## config.mk

```make
export PLATFORM = sky130hd
export DESIGN_NAME = security_ctrl_status_pins
export DESIGN_NICKNAME = d
export VERILOG_FILES = /design/src/shared/sec_pins_pkg.sv /design/src/rtl/reset_pulse_gen.sv /design/src/rtl/security_ctrl_status_pins.sv
export SDC_FILE = /design/constraint.sdc
export NUM_CORES = 1
export LEC_CHECK = 0
export BUFFER_PORTS_ARGS = -buffer_cell sky130_fd_sc_hd__buf_2
export CAP_MARGIN = 20
export CORE_MARGIN = 2
export CORE_UTILIZATION = 57
export DETAILED_ROUTE_END_ITERATION = 8
export HOLD_SLACK_MARGIN = 0.1
export PLACE_DENSITY = 0.81
export SYNTH_ARGS = -nofsm -noshare
export SYNTH_HDL_FRONTEND = slang
export SYNTH_HIERARCHICAL = 1
export SYNTH_SLANG_ARGS = --single-unit
```

## constraint.sdc

```tcl
create_clock -name hclk -period 5.7 [get_ports hclk]
set_clock_uncertainty 0.05 [all_clocks]
set_input_delay 1.14 -clock hclk [delete_from_list [all_inputs] [get_ports hclk]]
set_output_delay 1.14 -clock hclk [all_outputs]
set_load 0.02 [all_outputs]
```

## src/shared/sec_pins_pkg.sv

```systemverilog
// package: register map, field positions, reset values and timing for the control pins
package sec_pins_pkg;

  // ----------------------------------------------------------------
  // timing
  // ----------------------------------------------------------------
  localparam int unsigned CLK_PERIOD_NS = 50;
  localparam int unsigned US_NS         = 1000;
  localparam int unsigned US_DIV_CYCLES = (US_NS + CLK_PERIOD_NS - 1) / CLK_PERIOD_NS;
  localparam int unsigned BOOT_TIME_US  = 10;
  localparam logic [4:0]  US_DIV_LAST   = 5'(US_DIV_CYCLES - 1);
  localparam logic [7:0]  BOOT_LAST     = 8'(BOOT_TIME_US - 1);

  // ----------------------------------------------------------------
  // register offsets (byte addresses, one word each)
  // ----------------------------------------------------------------
  localparam int unsigned  ADDR_W      = 12;
  localparam logic [11:0]  CTRL_OFS    = 12'h000;
  localparam logic [11:0]  RSTO_DUR_OFS = 12'h004;
  localparam logic [11:0]  WDT_TO_OFS  = 12'h008;
  localparam logic [11:0]  STATUS_OFS  = 12'h00C;
  localparam logic [2:0]   HSIZE_WORD  = 3'h2;

  // ----------------------------------------------------------------
  // control fields
  // ----------------------------------------------------------------
  localparam int unsigned CTRL_W          = 8;
  localparam int unsigned CTRL_TAMPER_EN  = 0;
  localparam int unsigned CTRL_WDT_EN     = 1;
  localparam int unsigned CTRL_RSTO_EN    = 2;
  localparam int unsigned CTRL_RSTO_HIGH  = 3;
  localparam int unsigned CTRL_RSTO_HOLD  = 4;
  localparam int unsigned CTRL_TAMP_ZERO  = 5;
  localparam int unsigned CTRL_TAMP_RSTO  = 6;
  localparam int unsigned CTRL_WDT_RSTO   = 7;
  localparam logic [7:0]  CTRL_RESET      = 8'h00;
  localparam logic [15:0] RSTO_DUR_RESET  = 16'h000A;
  localparam logic [15:0] WDT_TO_RESET    = 16'h03E8;

  // ----------------------------------------------------------------
  // status fields: sticky flags in the low bits, live state above
  // ----------------------------------------------------------------
  localparam int unsigned NUM_FLAGS       = 3;
  localparam int unsigned ST_TAMPER       = 0;
  localparam int unsigned ST_WDT          = 1;
  localparam int unsigned ST_ZEROIZED     = 2;
  localparam int unsigned ST_READY        = 3;
  localparam int unsigned ST_POWERED      = 4;
  localparam int unsigned ST_RSTO_ACTIVE  = 5;

  // ready sequencer, gray coded along down -> boot -> idle <-> busy
  typedef enum logic [1:0] {
    RDY_BOOT = 2'h0,
    RDY_IDLE = 2'h1,
    RDY_BUSY = 2'h3,
    RDY_DOWN = 2'h2
  } rdy_state_type;

endpackage

```

## src/rtl/reset_pulse_gen.sv

```systemverilog
// reset output driver: open-drain release, configured level, timed pulse or held level
module reset_pulse_gen
  import sec_pins_pkg::*;
(
  input  wire logic        hclk,       // system clock
  input  wire logic        hresetn,    // async reset, active low
  input  wire logic        us_tick,    // one-cycle microsecond enable
  input  wire logic        enable,     // output function enabled
  input  wire logic        level_high, // drive high when set, low otherwise
  input  wire logic        hold_mode,  // keep asserted instead of pulsing
  input  wire logic        trigger,    // selected event, one cycle
  input  wire logic [15:0] dur_us,     // pulse length in microseconds
  output logic             pin_out,    // level driven while active
  output logic             pin_oe,     // high while the pin is driven
  output logic             active      // pulse or hold in progress
);

  logic        act_reg;
  logic        act_next;
  logic [15:0] cnt_reg;
  logic [15:0] cnt_next;
  logic        lvl_reg;

  // pulse timer; disabling always releases, which also ends a held level
  always_comb begin
    act_next = act_reg;
    cnt_next = cnt_reg;
    if (!enable) begin
      act_next = 1'b0;
    end else if (trigger) begin
      act_next = 1'b1;
      cnt_next = dur_us;
    end else if (act_reg && !hold_mode && us_tick) begin
      if (cnt_reg <= 16'h0001) begin
        act_next = 1'b0;
      end else begin
        cnt_next = cnt_reg - 16'h0001;
      end
    end
  end

  always_ff @(posedge hclk or negedge hresetn) begin
    if (!hresetn) begin
      act_reg <= 1'b0;
      cnt_reg <= 16'h0000;
      lvl_reg <= 1'b0;
    end else begin
      act_reg <= act_next;
      cnt_reg <= cnt_next;
      lvl_reg <= level_high;
    end
  end

  // undriven except during the event: open drain at all other times
  assign pin_oe  = act_reg;
  assign pin_out = lvl_reg;
  assign active  = act_reg;

endmodule

```

## src/rtl/security_ctrl_status_pins.sv

```systemverilog
// control and status pins of the security coprocessor, with an ahb-lite register slave
//
// Overview of operation
// - low tamper input launches response when enabled
// - tamper detect off after reset, input ignored
// - tamper counted only powered, pin high, valid
// - tamper action selectable, including key zeroize
// - reset output disabled after reset, not driven
// - enabled reset output undriven except during event
// - event drives level for set time or holds
// - watchdog off after reset, kick input ignored
// - ready low while busy or not accepting
// - ready high once boot done and accepting
// - ready high when response available for host
// - power-down pin low erases all volatile state
//
// Our own choices: the register addresses and register access over AHB-Lite.
module security_ctrl_status_pins
  import sec_pins_pkg::*;
(
  input  wire logic        hclk,                  // system clock, 20 MHz
  input  wire logic        hresetn,               // async reset, active low
  input  wire logic        hsel,                  // slave select from decoder
  input  wire logic [31:0] haddr,                 // byte address
  input  wire logic [1:0]  htrans,                // transfer type
  input  wire logic        hwrite,                // write when high
  input  wire logic [2:0]  hsize,                 // only word writes act; reads of any size
  input  wire logic [31:0] hwdata,                // write data
  input  wire logic        hready,                // bus ready in
  output logic             hreadyout,             // slave ready out
  output logic             hresp,                 // always okay
  output logic [31:0]      hrdata,                // read data
  input  wire logic        tamper_sense_n,        // tamper sensor, active low
  input  wire logic        op_valid,              // operating conditions valid
  input  wire logic        power_down_pin,        // low requests power-down
  input  wire logic        watchdog_kick_input,   // kick from host, any edge
  input  wire logic        serial_port_select_n,  // serial select, active low
  input  wire logic        cmd_done,              // engine finished, one cycle
  input  wire logic        reset_out_in,          // sensed level of reset pin
  output logic             reset_out_out,         // driven level of reset pin
  output logic             reset_out_oe,          // reset pin drive enable
  output logic             ready_out,             // ready pin level
  output logic             zeroize_keys,          // wipe secret keys, one cycle
  output logic             volatile_clear         // erase volatile data, level
);

  // ----------------------------------------------------------------
  // declarations
  // ----------------------------------------------------------------
  logic                 powered;
  logic                 bus_take;
  logic                 word_ok;
  logic                 wr_pend_reg;
  logic                 rd_pend_reg;
  logic [ADDR_W-1:0]    acc_addr_reg;
  logic                 hready_reg;
  logic [31:0]          hrdata_reg;
  logic                 wr_go;
  logic                 wr_ctrl;
  logic                 wr_dur;
  logic                 wr_to;
  logic                 wr_status;
  logic [31:0]          rd_mux;
  logic [31:0]          status_word;
  logic [CTRL_W-1:0]    ctrl_reg;
  logic [15:0]          rsto_dur_reg;
  logic [15:0]          wdt_to_reg;
  logic [4:0]           div_reg;
  logic                 us_tick;
  logic                 tamper_cond;
  logic                 tamper_prev_reg;
  logic                 tamper_event;
  logic                 zeroize_reg;
  logic                 kick_prev_reg;
  logic                 kick_edge;
  logic                 wdt_run;
  logic [15:0]          wdt_cnt_reg;
  logic                 wdt_event;
  logic                 rsto_trigger;
  logic                 rsto_active;
  logic [NUM_FLAGS-1:0] flag_reg;
  logic [NUM_FLAGS-1:0] flag_set;
  logic [NUM_FLAGS-1:0] flag_clr;
  logic                 sel_prev_reg;
  logic                 sel_fall;
  logic [7:0]           boot_cnt_reg;
  logic [7:0]           boot_cnt_next;
  rdy_state_type        state_reg;
  rdy_state_type        state_next;
  logic                 ready_reg;
  logic                 vclr_reg;

  // ----------------------------------------------------------------
  // bus slave: writes land in the data phase, reads take one wait
  // ----------------------------------------------------------------

  // the wait state on reads lets a write just before a read land first
  assign powered  = power_down_pin;
  assign bus_take = hsel && htrans[1] && hready && hready_reg;
  assign word_ok  = (hsize == HSIZE_WORD);

  always_ff @(posedge hclk or negedge hresetn) begin
    if (!hresetn) begin
      wr_pend_reg  <= 1'b0;
      rd_pend_reg  <= 1'b0;
      acc_addr_reg <= CTRL_OFS;
      hready_reg   <= 1'b1;
    end else begin
      wr_pend_reg  <= bus_take && hwrite && word_ok;
      rd_pend_reg  <= bus_take && !hwrite;
      hready_reg   <= !(bus_take && !hwrite);
      if (bus_take) begin
        acc_addr_reg <= {haddr[ADDR_W-1:2], 2'b00};
      end
    end
  end

  // read data is loaded during the wait cycle; unmapped reads give zero
  always_ff @(posedge hclk or negedge hresetn) begin
    if (!hresetn) begin
      hrdata_reg <= 32'h0000_0000;
    end else if (rd_pend_reg) begin
      hrdata_reg <= rd_mux;
    end
  end

  assign hreadyout = hready_reg;
  assign hresp     = 1'b0;
  assign hrdata    = hrdata_reg;

  // write decode; writes are dropped while powered down
  assign wr_go     = wr_pend_reg && powered;
  assign wr_ctrl   = wr_go && (acc_addr_reg == CTRL_OFS);
  assign wr_dur    = wr_go && (acc_addr_reg == RSTO_DUR_OFS);
  assign wr_to     = wr_go && (acc_addr_reg == WDT_TO_OFS);
  assign wr_status = wr_go && (acc_addr_reg == STATUS_OFS);

  // read selection
  assign status_word = {26'h000_0000, rsto_active, powered, ready_reg, flag_reg};
  assign rd_mux = (acc_addr_reg == CTRL_OFS)     ? {24'h00_0000, ctrl_reg} :
                  (acc_addr_reg == RSTO_DUR_OFS) ? {16'h0000, rsto_dur_reg} :
                  (acc_addr_reg == WDT_TO_OFS)   ? {16'h0000, wdt_to_reg} :
                  (acc_addr_reg == STATUS_OFS)   ? status_word :
                  32'h0000_0000;

  // ----------------------------------------------------------------
  // configuration registers, erased by power-down
  // ----------------------------------------------------------------

  // every function starts disabled: tamper, watchdog and reset output
  always_ff @(posedge hclk or negedge hresetn) begin
    if (!hresetn) begin
      ctrl_reg <= CTRL_RESET;
    end else if (!powered) begin
      ctrl_reg <= CTRL_RESET;
    end else if (wr_ctrl) begin
      ctrl_reg <= hwdata[CTRL_W-1:0];
    end
  end

  always_ff @(posedge hclk or negedge hresetn) begin
    if (!hresetn) begin
      rsto_dur_reg <= RSTO_DUR_RESET;
      wdt_to_reg   <= WDT_TO_RESET;
    end else if (!powered) begin
      rsto_dur_reg <= RSTO_DUR_RESET;
      wdt_to_reg   <= WDT_TO_RESET;
    end else begin
      if (wr_dur) begin
        rsto_dur_reg <= hwdata[15:0];
      end
      if (wr_to) begin
        wdt_to_reg <= hwdata[15:0];
      end
    end
  end

  // ----------------------------------------------------------------
  // microsecond enable
  // ----------------------------------------------------------------

  // one divider serves the watchdog, the pulse timer and boot delay
  always_ff @(posedge hclk or negedge hresetn) begin
    if (!hresetn) begin
      div_reg <= 5'h00;
    end else if (div_reg == US_DIV_LAST) begin
      div_reg <= 5'h00;
    end else begin
      div_reg <= div_reg + 5'h01;
    end
  end

  assign us_tick = (div_reg == US_DIV_LAST);

  // ----------------------------------------------------------------
  // tamper detection
  // ----------------------------------------------------------------

  // a held-low sensor launches one response, not one per cycle
  assign tamper_cond  = ctrl_reg[CTRL_TAMPER_EN] && !tamper_sense_n;
  assign tamper_event = tamper_cond && !tamper_prev_reg && powered && op_valid;

  always_ff @(posedge hclk or negedge hresetn) begin
    if (!hresetn) begin
      tamper_prev_reg <= 1'b0;
      zeroize_reg     <= 1'b0;
    end else begin
      tamper_prev_reg <= tamper_cond && powered && op_valid;
      zeroize_reg     <= tamper_event && ctrl_reg[CTRL_TAMP_ZERO];
    end
  end

  assign zeroize_keys = zeroize_reg;

  // ----------------------------------------------------------------
  // watchdog
  // ----------------------------------------------------------------

  // any transition of the kick input restarts the timeout
  assign kick_edge = watchdog_kick_input ^ kick_prev_reg;
  assign wdt_run   = ctrl_reg[CTRL_WDT_EN] && powered;
  assign wdt_event = wdt_run && !kick_edge && us_tick
                     && (wdt_cnt_reg >= wdt_to_reg - 16'h0001);

  always_ff @(posedge hclk or negedge hresetn) begin
    if (!hresetn) begin
      kick_prev_reg <= 1'b0;
      wdt_cnt_reg   <= 16'h0000;
    end else begin
      kick_prev_reg <= watchdog_kick_input;
      if (!wdt_run || kick_edge || wdt_event) begin
        wdt_cnt_reg <= 16'h0000;
      end else if (us_tick) begin
        wdt_cnt_reg <= wdt_cnt_reg + 16'h0001;
      end
    end
  end

  // ----------------------------------------------------------------
  // reset output
  // ----------------------------------------------------------------

  // events are routed to the pin only where software selected them
  assign rsto_trigger = (tamper_event && ctrl_reg[CTRL_TAMP_RSTO])
                        || (wdt_event && ctrl_reg[CTRL_WDT_RSTO]);

  reset_pulse_gen u_rsto (
    .hclk       (hclk),
    .hresetn    (hresetn),
    .us_tick    (us_tick),
    .enable     (ctrl_reg[CTRL_RSTO_EN]),
    .level_high (ctrl_reg[CTRL_RSTO_HIGH]),
    .hold_mode  (ctrl_reg[CTRL_RSTO_HOLD]),
    .trigger    (rsto_trigger),
    .dur_us     (rsto_dur_reg),
    .pin_out    (reset_out_out),
    .pin_oe     (reset_out_oe),
    .active     (rsto_active)
  );

  // ----------------------------------------------------------------
  // sticky status flags: set wins over a write-one clear
  // ----------------------------------------------------------------
  assign flag_set = {zeroize_reg, wdt_event, tamper_event};
  assign flag_clr = wr_status ? hwdata[NUM_FLAGS-1:0] : {NUM_FLAGS{1'b0}};

  generate
    for (genvar i = 0; i < NUM_FLAGS; i++) begin : g_flag
      always_ff @(posedge hclk or negedge hresetn) begin
        if (!hresetn) begin
          flag_reg[i] <= 1'b0;
        end else if (!powered) begin
          flag_reg[i] <= 1'b0;
        end else if (flag_set[i]) begin
          flag_reg[i] <= 1'b1;
        end else if (flag_clr[i]) begin
          flag_reg[i] <= 1'b0;
        end
      end
    end
  endgenerate

  // ----------------------------------------------------------------
  // ready sequencer
  // ----------------------------------------------------------------

  // a select that goes low is where command reception begins
  assign sel_fall = sel_prev_reg && !serial_port_select_n;

  always_comb begin
    state_next    = state_reg;
    boot_cnt_next = boot_cnt_reg;
    unique case (state_reg)
      RDY_DOWN: begin
        boot_cnt_next = 8'h00;
        if (powered) begin
          state_next = RDY_BOOT;
        end
      end
      RDY_BOOT: begin
        if (us_tick) begin
          if (boot_cnt_reg == BOOT_LAST) begin
            state_next = RDY_IDLE;
          end else begin
            boot_cnt_next = boot_cnt_reg + 8'h01;
          end
        end
      end
      RDY_IDLE: begin
        if (sel_fall) begin
          state_next = RDY_BUSY;
        end
      end
      RDY_BUSY: begin
        if (cmd_done) begin
          state_next = RDY_IDLE;
        end
      end
    endcase
    if (!powered) begin
      state_next = RDY_DOWN;
    end
  end

  always_ff @(posedge hclk or negedge hresetn) begin
    if (!hresetn) begin
      state_reg    <= RDY_BOOT;
      boot_cnt_reg <= 8'h00;
      sel_prev_reg <= 1'b1;
      ready_reg    <= 1'b0;
      vclr_reg     <= 1'b0;
    end else begin
      state_reg    <= state_next;
      boot_cnt_reg <= boot_cnt_next;
      sel_prev_reg <= serial_port_select_n;
      ready_reg    <= (state_next == RDY_IDLE);
      vclr_reg     <= !powered;
    end
  end

  assign ready_out      = ready_reg;
  assign volatile_clear = vclr_reg;

  // sensed reset pin level is not used: the pin is output only here
  logic unused_ok;
  assign unused_ok = reset_out_in ^ haddr[31] ^ htrans[0];

endmodule

```

After elaboration in Yosys (flattened, before gate mapping)
Index checks and enable logic that the tools add are counted.
- register bits after elaboration: 143
- output and inout bits: 39
- logic and storage cells: 139
- add/subtract/negate cells: 5
- $lt $le $gt $ge: 2
- eq/ne operators: 21
- multiplexer cells: 39
- bitwise operators: 1
- reductions and logical operators: 47
- operators with widths (kind ; count):
    $mux 16 ; 12
    $mux 8 ; 4
    $sub 16x1->16 const B ; 2
    $logic_and 1x1->1 ; 27
    $eq 10x2->1 const B ; 2
    $add 16x1->16 const B ; 1
    $ge 16x16->1 ; 1
    $le 16x1->1 const B ; 1
    $pmux 8 s2 ; 1
    $ne 3x1->1 const B ; 5
    $mux 1 ; 13
    $logic_not 12->1 ; 1
    $eq 10x1->1 const B ; 1
    $mux 2 ; 5
    $logic_not 1->1 ; 9
    $add 8x1->8 const B ; 1
    $eq 8x4->1 const B ; 1
    $ne 2x1->1 const B ; 4
    $pmux 2 s4 ; 1
    $mux 6 ; 1
    $reduce_and 3->1 ; 2
    $reduce_bool 2->1 ; 3
    $add 5x1->5 const B ; 1
    $eq 5x5->1 const B ; 1
    other kinds (10) ; 15

Longest topological paths before layout
Gate-level depths: netlist of run 1.
- depth in word-level cells: 9
- mapped depth: 19
- depth with buffers taken out: 15

By module
The synthesis of run 1 kept the hierarchy.
- modules (own cells, without submodules) (module ; instances ; cells each ; area each (sq um) ; sequential area each (sq um)):
    security_ctrl_status_pins ; 1 ; 575 ; 5695.5 ; 2740.1
    reset_pulse_gen ; 1 ; 130 ; 1166.1 ; 450.4

Least setup slack after synthesis of run 1
Ideal clock, no wire load.
- path kind: reg-to-reg
- from: register wdt_to_reg[5]
- to: register u_rsto.cnt_reg[3]
- library setup time: 0.095 ns
- arrival: 4.183 ns
- required time: 5.555 ns
- slack: 1.371 ns
- stages on the path, launching flop included: 18
- buffers on the path: 3
- path through: dfstp_2 or4_4 nor4b_2 nand2_1 nor3_1 xnor2_1 ha_1 nand4_2 nor3_2 or4b_1 buf_6 a31oi_4 a32o_1 clkbuf_1 and2_1 clkbuf_1 nor2_1 o32ai_2
- longest elaborated chain between the ends: 7
- elaborated cells on any way between the ends: 9
- RTL lines (item ; RTL line ; RTL):
    start: declaration ; security_ctrl_status_pins.sv:67 ; logic [15:0] wdt_to_reg;
    start signal: assignment ; security_ctrl_status_pins.sv:173 ; wdt_to_reg <= hwdata[15:0];
    $sub 16x1->16 * ; security_ctrl_status_pins.sv:223 ; && (wdt_cnt_reg >= wdt_to_reg - 16'h0001);
    $ge 16x16->1 * ; security_ctrl_status_pins.sv:223 ;
    $logic_and 1x1->1 * ; security_ctrl_status_pins.sv:223 ;
    $logic_and 1x1->1 * ; security_ctrl_status_pins.sv:245 ; || (wdt_event && ctrl_reg[CTRL_WDT_RSTO]);
    $logic_or 1x1->1 * ; security_ctrl_status_pins.sv:245 ;
    net rsto_trigger ; security_ctrl_status_pins.sv:79 ; logic rsto_trigger;
    $ne 2x2->1 (no source line) / $reduce_bool 2->1 (equally long branches) ; -- ;
    $reduce_and 3->1 (no source line) ; -- ;
    end signal: assignment ; reset_pulse_gen.sv:49 ; cnt_reg <= cnt_next;
    end: declaration ; reset_pulse_gen.sv:20 ; logic [15:0] cnt_reg;
Mark *: on every way through the listed nets, which the timed path passes. The rest lies on a longest branch.
A chain may end at the register's enable or synchronous reset.

Final worst setup path of run 1
- from: register wdt_to_reg[4]
- to: register u_rsto.cnt_reg[14]
Same word-level chain as after synthesis.

==> flow_summary.json, run 1 <==
{
  "status": "finished, final reports clean",
  "dieArea_sq_um": 12900,
  "p_per_area_nw_per_um2": 287,
  "synth-edff-count": 0,
  "r2r_setup_slack_ns": 0.55,
  "critPathKind": "register to register",
  "fin_cells": 916,
  "clock.fmax_mhz": 194,
  "cts_max_path_buffers": 2,
  "async_flop_share_pct": 100,
  "grt_max_degree": 86,
  "gp_congestion": 0.864,
  "h-tree-depth": 4,
  "dieHeight_um": 114,
  "total_leakage_power_nw": 3.49,
  "fin_util_pct": 66.0,
  "postCtsSetupRepairBufs": 0,
  "io_pins": 120,
  "drive_gt1_share_pct": 18.5,
  "rsz0062_at_grt": "no",
  "wl_per_cell_um": 17.6,
  "cts_resized": 0,
  "first_global_vias": 5377,
  "final_nets": 860,
  "cts_tree": "done",
  "wl_mm": 16.1,
  "antenna_found_initial": 0,
  "grt_overflow_total": 0,
  "r2r-start": "wdt_to_reg[4]$_DFFE_PN0P_",
  "row_count": 40,
  "place_area_sq_um": 7160,
  "ys_types": 72,
  "tightestPinTransition_ns": 0.922,
  "viasPerCell": 6.04,
  "core_area_sq_um": 11900,
  "p_total_mw": 2.25,
  "rr_worst_depth": 14,
  "clkTransAtPathRegs_ns": 0.06,
  "finalMaxSlewViolations": 0,
  "final_cell_mix": "dfrtp_1, nand2_1, nand3_1",
  "worst_r2r_endpoint": "u_rsto/cnt_reg[14]$_DFFE_PN0P_",
  "setup_violations": 0,
  "dp_hpwl_mm": 11.1,
  "cp.required_ns": 5.92,
  "hold_class": "register to register",
  "yosys_warnings": 6,
  "avgSynthCellArea_sq_um": 9.73,
  "initial_core_util_pct": 57.8,
  "final_common_cell": "dfrtp_1",
  "die_w_um": 114,
  "whs_path_depth": 0,
  "start_kind": "register",
  "finalHoldViolations": 0,
  "num_vias": 5535,
  "period_minus_slack_ns": 5.15,
  "drtAntennaViolNets": 0,
  "cts_made_buffers": 17,
  "clock-sinks": 127,
  "layout_worst_path_cycle_share_pct": 90.4,
  "clock_latency_ns": 0.42,
  "synth_ff_type": "dfrtp_1",
  "ys_seq_elements": 127,
  "antenna_cells": 0,
  "cp-end-kind": "register",
  "dp.cells": 883,
  "max_slew_margin_pct": 38.4,
  "seq_area_frac_synth_pct": 46.5,
  "synth_area_sq_um": 6860,
  "cts_hold_buf": 0,
  "cp_max_fo": 14,
  "syn_inst": 705,
  "cts_root_buf": "clkbuf_16",
  "remaining_drc_errors": 0,
  "fillers": 913,
  "final_cell_area_sq_um": 7830,
  "drtIter0Drc": 546,
  "min_to": "u_rsto/pin_out$_DFF_PN0_",
  "maxCapViolCount": 0,
  "firstDrtPassIters": 5,
  "area.growth.synth_to_final_pct": 14.1,
  "portBuffers": 62,
  "grtUsageTotal_pct": 26.1,
  "peakVddDrop_mv": 0.196,
  "cp.arrival_ns": 5.37,
  "grt_pass1_wl_mm": 26.5,
  "fin_setup_tns_ns": 0,
  "min-delay-start": "ctrl_reg[3]$_DFFE_PN0P_"
}
cell usage after synthesis (7+ instances only):
cell | number | area, sq um
nand4_1 | 20 | 125
ha_1 | 23 | 288
o21ai_0 | 35 | 175
dfrtp_1 | 117 | 2930
o21ai_1 | 7 | 35.0
nor2_1 | 37 | 139
nor2b_1 | 7 | 43.8
mux2_2 | 11 | 124
buf_4 | 20 | 150
nor3_1 | 27 | 135
inv_1 | 41 | 154
nand2_1 | 74 | 278
clkbuf_1 | 15 | 56.3
dfstp_2 | 10 | 263
xnor2_1 | 18 | 158
a21oi_1 | 16 | 80.1
buf_1 | 8 | 30.0
nand3_1 | 66 | 330
o22ai_1 | 7 | 43.8
or3_1 | 7 | 43.8
xor2_1 | 23 | 201
a22o_1 | 9 | 78.8
and2_1 | 7 | 43.8
area by class of cell:
type / count / area (sq um) / area share (%)
well taps: 147 / 184 / 2.35
inverters: 41 / 154 / 1.97
multi-input cells: 502 / 3290 / 42.0
flip-flops and latches: 127 / 3190 / 40.7
repair buffers: 67 / 370 / 4.73
clock inverters: 9 / 155 / 1.98
clock buffers: 23 / 488 / 6.23
layer usage:
layer	GRT usage (%)	part of all wire [%]
met3	6.70	8.2
met5	0	0
met1	37.0	43
met4	8.78	2.0
met2	39.7	47
kinds of logic (layout without fill, tap and decap cells):
logic type	count (synthesis)	after routing	share of synthesized area, %
buffers and inverters	92	140	6.46
flip-flops	127	127	46.5
AO/OA/AOI/OAI	117	117	11.7
AND/OR/NAND/NOR	284	284	21.6
XOR/XNOR	41	41	5.23
other	1	17	0.0547
adder cells (fa/ha/maj)	23	23	4.19
multiplexers	20	20	4.21
where the power goes:
part,switching [mW],total [mW],internal (mW)
clock network,0.390,1.17,0.777
registers,0.0262,0.949,0.922
logic,0.0795,0.131,0.0515
total,0.496,2.25,1.75
worst max-delay path: stages (launching register included):
cell and delay, ns:
dfrtp_1 0.44, or4_4 0.54, nor4b_2 0.27, nand2_1 0.15
nor3_1 0.25, xnor2_1 0.11, ha_1 0.34, nand4_2 0.15
nor3_2 0.26, or4b_1 0.62, a31oi_4 0.49, a32o_1 0.47
nand2_1 0.40, o311ai_0 0.25, o311ai_0 0.20
how the worst max path moves through the flow:
stage | from | endpoint | slack, ns | cells after the start
2_1_floorplan | wdt_to_reg[5]$_DFFE_PN1P_ | u_rsto/cnt_reg[3]$_DFFE_PN0P_ | 1.37 | 17
3_3_place_gp | wdt_to_reg[4]$_DFFE_PN0P_ | u_rsto/cnt_reg[3]$_DFFE_PN0P_ | 0.72 | 14
3_5_place_dp | wdt_to_reg[4]$_DFFE_PN0P_ | u_rsto/cnt_reg[3]$_DFFE_PN0P_ | 0.60 | 14
4_1_cts | wdt_to_reg[4]$_DFFE_PN0P_ | u_rsto/cnt_reg[3]$_DFFE_PN0P_ | 0.58 | 14
5_1_grt | wdt_to_reg[4]$_DFFE_PN0P_ | u_rsto/cnt_reg[14]$_DFFE_PN0P_ | 0.18 | 14
6_report | wdt_to_reg[4]$_DFFE_PN0P_ | u_rsto/cnt_reg[14]$_DFFE_PN0P_ | 0.55 | 14
per-stage QoR:
stage	setup slack [ns]	hold WS, ns
after floorplan	1.37	0.320
after detailed placement	0.601	0.357
after global routing	0.178	0.402
final	0.548	0.384
after global placement	0.717	0.361
after CTS	0.580	0.378
Power figures use the tool's default switching activity.
==> inputs of run 2 (changes only) <==
==> constraint.sdc (replaced) <==
create_clock -name hclk -period 5.7 [get_ports hclk]
set_clock_uncertainty 0.05 [all_clocks]
set_input_delay 0.285 -clock hclk [delete_from_list [all_inputs] [get_ports hclk]]
set_output_delay 0.285 -clock hclk [all_outputs]
set_load 0.02 [all_outputs]
==> run 2 against run 1 <==
Sequential power hardly changed; flip-flop and latch count stayed put; critical path depth stayed put; sequential share of layout area is 0.70 points lower; clock-buffer cell count is 2 higher; core utilization is 1.2 points higher; total power is 6.3% lower; hold slack worse by 0.27 ns; first-iteration DRC count is 20% lower; critical path type unchanged; critical endpoint is now u_rsto/cnt_reg[3]$_DFFE_PN0P_; largest power group unchanged.
==> flow_summary.json, run 2 (synthesized netlist as in run 1, its figures left out) <==
{
  "row_count": 40,
  "cts_resized": 0,
  "grtUsageMet3_pct": 5.95,
  "drive_gt1_share_pct": 17.4,
  "hold_class": "primary input to register",
  "fillers": 878,
  "tightestPinTransition_ns": 0.943,
  "portBuffers": 62,
  "maxCapViolCount": 0,
  "grt_overflow_total": 0,
  "final_nets": 885,
  "io_pins": 120,
  "cts_max_path_buffers": 2,
  "area.growth.synth_to_final_pct": 16.1,
  "status": "finished, final reports clean",
  "antenna_found_initial": 0,
  "fin_cells": 941,
  "fin_setup_tns_ns": 0,
  "busiest_layer": "met2",
  "seqCellArea_sq_um": 3190,
  "wl_per_cell_um": 17.7,
  "setup_violations": 0,
  "grt_max_degree": 66,
  "cp_slowest_cell": "or4b_1",
  "first_global_vias": 5575,
  "wl_mm": 16.6,
  "max_slew_margin_pct": 37.0,
  "drtIter0Drc": 437,
  "fin_util_pct": 67.2,
  "initial_core_util_pct": 57.8,
  "clock.fmax_mhz": 194,
  "grt_use_met2_pct": 43.4,
  "antenna_cells": 0,
  "clock_latency_ns": 0.42,
  "worstPathCellList": "or4_4 -> nor4b_2 -> nand2_1 -> nor3_1 -> xnor2_1 -> ha_1 -> nand4_2 -> nor3_2 -> or4b_1 -> a31oi_4 -> a32o_1 -> and2_1 -> nor4b_1 -> o32ai_2",
  "p_total_mw": 2.10,
  "p_per_area_nw_per_um2": 264,
  "clock-sinks": 127,
  "cts_root_buf": "clkbuf_16",
  "cp.required_ns": 5.98,
  "layout_worst_path_cycle_share_pct": 90.4,
  "dp_hpwl_mm": 11.1,
  "die_w_um": 114,
  "dieHeight_um": 114,
  "grt_use_met1_pct": 37.8,
  "final_cell_mix": "dfrtp_1, nand2_1, nand3_1",
  "total_leakage_power_nw": 3.55,
  "cp.arrival_ns": 5.43,
  "gp_congestion": 0.860,
  "dieArea_sq_um": 12900,
  "dp.cells": 883,
  "clkTransAtPathRegs_ns": 0.05,
  "postCtsSetupRepairBufs": 0,
  "grtUsageTotal_pct": 27.4,
  "critPathKind": "register to register",
  "num_vias": 5706,
  "rsz0062_at_grt": "no",
  "period_minus_slack_ns": 5.15,
  "h-tree-depth": 4,
  "final_common_cell": "dfrtp_1",
  "cts_tree": "done",
  "finalHoldViolations": 0,
  "drtAntennaViolNets": 0,
  "cp-end-kind": "register",
  "core_area_sq_um": 11900,
  "viasPerCell": 6.06,
  "hold_slack_ns": 0.117,
  "peakVddDrop_mv": 0.192,
  "cts_made_buffers": 17,
  "finalMaxSlewViolations": 0,
  "start_kind": "register",
  "cp_max_fo": 14,
  "multi_input_area_sq_um": 3290,
  "remaining_drc_errors": 0,
  "critPathMaxStageDelay_ns": 0.62,
  "firstDrtPassIters": 5,
  "grt_pass1_wl_mm": 27.7
}
## run 2: metrics by stage
step | setup WS, ns | area (sq um)
final | 0.547 | 7970
after global routing | 0.151 | 7970
after CTS | 0.537 | 7970
after detailed placement | 0.648 | 7160
after global placement | 0.730 | 7160
after floorplan | 1.37 | 6920
## run 2: final timing paths
check	endpoint	cells after the start	start	slack, ns
min	wdt_to_reg[4]$_DFFE_PN0P_	3	hwdata[4]	0.12
min reg2reg	u_rsto/pin_out$_DFF_PN0_	0	ctrl_reg[3]$_DFFE_PN0P_	0.39
max in group asynchronous	wdt_to_reg[11]$_DFFE_PN0P_	3	hresetn	3.84
max reg2reg	u_rsto/cnt_reg[3]$_DFFE_PN0P_	14	wdt_to_reg[4]$_DFFE_PN0P_	0.55
max	u_rsto/cnt_reg[3]$_DFFE_PN0P_	14	wdt_to_reg[4]$_DFFE_PN0P_	0.55
min in group asynchronous	div_reg[2]$_DFF_PN0_	2	hresetn	0.46
## run 2: power by group
part	switching (mW)	internal (mW)
clock network	0.382	0.629
registers	0.0277	0.923
logic	0.0825	0.0612
## run 2: worst max-delay path, delay by kind of cell, from the launching register on
kind | cells | cell delay [ns]
adder cells (fa/ha/maj) | 1 | 0.32
AO/OA/AOI/OAI | 3 | 1.24
AND/OR/NAND/NOR | 9 | 2.87
XOR/XNOR | 1 | 0.14
flip-flops | 1 | 0.44
## run 2: routing by layer
layer | share of wire (%) | wire [um]
met1 | 44 | 7350
met2 | 48 | 7930
met3 | 6.2 | 1040
met5 | 0 | 0
met4 | 1.9 | 311
## run 2: layout make-up
cell class	count	area share, %
inverter	41	1.93
multi-input combinational	502	41.3
sequential	127	40.0
tap	147	2.31
clock buffer	25	6.09
timing repair buffer	92	7.57
clock inverter	7	0.785
## run 2: what timing repair did
| item | CTS | global route |
|---|---|---|
| hold endpoints to repair | 98 | 0 |
| setup endpoints to repair | 0 | 0 |
| hold buffers | 26 | 0 |
==> inputs of run 3 (changes only) <==
Settings changed: CORE_UTILIZATION 57 to 51, PLACE_DENSITY 0.81 to 0.77.
Clock period 5.7 ns to 4.4 ns, I/O delays scaled along.
==> run 3 against run 2 <==
Total power rose by 42%; sequential power rose by 29%; die area rose by 11%; flip-flop and latch count did not move; fmax rose by 22%; critical endpoint is now u_rsto/cnt_reg[5]$_DFFE_PN0P_; cell area rose by 4.4%; non-clock buffer count rose by 19; clock-buffer cell count fell by 3; sequential share of layout area fell by 1.7 points; routed wire length rose by 2.0%.
==> flow_summary.json, run 3 (synthesized netlist as in run 1, its figures left out) <==
{
  "status": "finished, final reports clean",
  "viasPerCell": 5.75,
  "start_kind": "register",
  "final_nets": 904,
  "final_common_cell": "dfrtp_1",
  "cp_slowest_cell": "or4_4",
  "core_area_sq_um": 13200,
  "p_total_mw": 3.00,
  "wl_mm": 17.0,
  "clkTransAtPathRegs_ns": 0.05,
  "grtUsageMet3_pct": 6.08,
  "drive_gt1_share_pct": 19.8,
  "dp_hpwl_mm": 11.5,
  "finalHoldViolations": 0,
  "firstDrtPassIters": 5,
  "first_global_vias": 5440,
  "rsz0062_at_grt": "no",
  "row_count": 42,
  "dieArea_sq_um": 14400,
  "total_leakage_power_nw": 3.73,
  "remaining_drc_errors": 0,
  "clock.fmax_mhz": 236,
  "cts_max_path_buffers": 2,
  "wl_per_cell_um": 17.1,
  "initial_core_util_pct": 52.0,
  "grtUsageTotal_pct": 24.5,
  "cp.required_ns": 4.71,
  "cp.arrival_ns": 4.54,
  "cts_root_buf": "clkbuf_16",
  "cp_max_fo": 10,
  "postCtsSetupRepairBufs": 0,
  "clock-sinks": 127,
  "critPathKind": "register to register",
  "cts_tree": "done",
  "area.growth.synth_to_final_pct": 21.3,
  "hold_class": "primary input to register",
  "grt_overflow_total": 0,
  "period_minus_slack_ns": 4.23,
  "antenna_found_initial": 0,
  "grt_max_degree": 56,
  "cp-end-kind": "register",
  "worstPathCellList": "or4_4 -> nor4b_4 -> nand2_1 -> nor3_2 -> xnor2_1 -> ha_1 -> nand4_2 -> nor3_2 -> or4b_4 -> a31oi_4 -> a32o_2 -> buf_4 -> and2_1 -> nor2_1 -> o22ai_1 -> o41a_1",
  "final_cell_mix": "dfrtp_1, nand2_1, nand3_1",
  "cts_made_buffers": 17,
  "peakVddDrop_mv": 0.300,
  "path_common_cell": "nor3_2",
  "tightestPinTransition_ns": 0.961,
  "max_slew_margin_pct": 35.7,
  "hold_slack_ns": 0.162,
  "portBuffers": 62,
  "die_w_um": 120,
  "grt_use_met1_pct": 33.0,
  "num_vias": 5683,
  "io_pins": 120,
  "setup_violations": 0,
  "grt_pass1_wl_mm": 27.5,
  "p_per_area_nw_per_um2": 360,
  "drtAntennaViolNets": 0,
  "drtIter0Drc": 402,
  "dieHeight_um": 120,
  "finalMaxSlewViolations": 0,
  "fillers": 1030,
  "critPathMaxStageDelay_ns": 0.57,
  "fin_setup_tns_ns": 0,
  "maxCapViolCount": 0,
  "gp_congestion": 0.888,
  "busiest_layer": "met2",
  "clock_latency_ns": 0.42,
  "antenna_cells": 0,
  "layout_worst_path_cycle_share_pct": 96.1,
  "grt_use_met2_pct": 38.7,
  "h-tree-depth": 4,
  "fin_util_pct": 63.1
}
run 3: power by group:
part | switching (mW) | internal (mW) | total, mW
registers | 0.0348 | 1.19 | 1.23
logic | 0.109 | 0.0830 | 0.192
clock network | 0.514 | 1.06 | 1.58
run 3: metal layers:
metal / vias to the layer above / routed length (um)
met5: - / 0
met4: 0 / 383
met3: 32 / 1080
met2: 219 / 8010
met1: 2753 / 7480
li1: 2679 / -
run 3: worst max-delay path: cells and delay by family (launching register included):
kind / cells / cell delay (ns)
and+or+nand+nor: 9 / 2.29
AOI/OAI and AO/OA: 4 / 0.82
DFF: 1 / 0.37
adders and majority gates: 1 / 0.33
buffers and inverters: 1 / 0.19
xor gates and xnor gates: 1 / 0.12
run 3: worst paths after layout:
kind | cells after the start | slack, ns | end | start
worst max-delay path | 16 | 0.17 | u_rsto/cnt_reg[5]$_DFFE_PN0P_ | wdt_to_reg[5]$_DFFE_PN1P_
worst min-delay path | 4 | 0.16 | state_reg[1]$_DFF_PN0_ | cmd_done
worst max register to register | 16 | 0.17 | u_rsto/cnt_reg[5]$_DFFE_PN0P_ | wdt_to_reg[5]$_DFFE_PN1P_
worst min register to register | 0 | 0.39 | u_rsto/pin_out$_DFF_PN0_ | ctrl_reg[3]$_DFFE_PN0P_
max in group asynchronous | 3 | 3.07 | kick_prev_reg$_DFF_PN0_ | hresetn
min in group asynchronous | 2 | 0.22 | u_rsto/cnt_reg[8]$_DFFE_PN0P_ | hresetn
run 3: per-stage QoR:
stage	instance area (sq um)	setup slack, ns	cells
2_1_floorplan	6920	0.0710	721
6_report	8320	0.170	989
3_5_place_dp	7280	0.0482	923
4_1_cts	8280	0.0152	989
5_1_grt	8320	0.00731	989
3_3_place_gp	7280	0.173	923
run 3: final cells by class:
| class | instances | area, sq um | share of cell area [%] |
|---|---|---|---|
| Clock buffer | 22 | 484 | 5.82 |
| Timing Repair Buffer | 111 | 766 | 9.20 |
| Multi-Input combinational cell | 502 | 3330 | 40.0 |
| Inverter | 41 | 154 | 1.85 |
| Tap cell | 176 | 220 | 2.65 |
| Sequential cell | 127 | 3190 | 38.3 |
| Clock inverter | 10 | 181 | 2.18 |
run 3: what timing repair did:
action | 4_1_cts | 5_1_grt
hold endpoints to repair | 82 | 0
resized for setup | 0 | 9
endpoints found under the setup margin | 0 | 16
hold buffers | 34 | 0
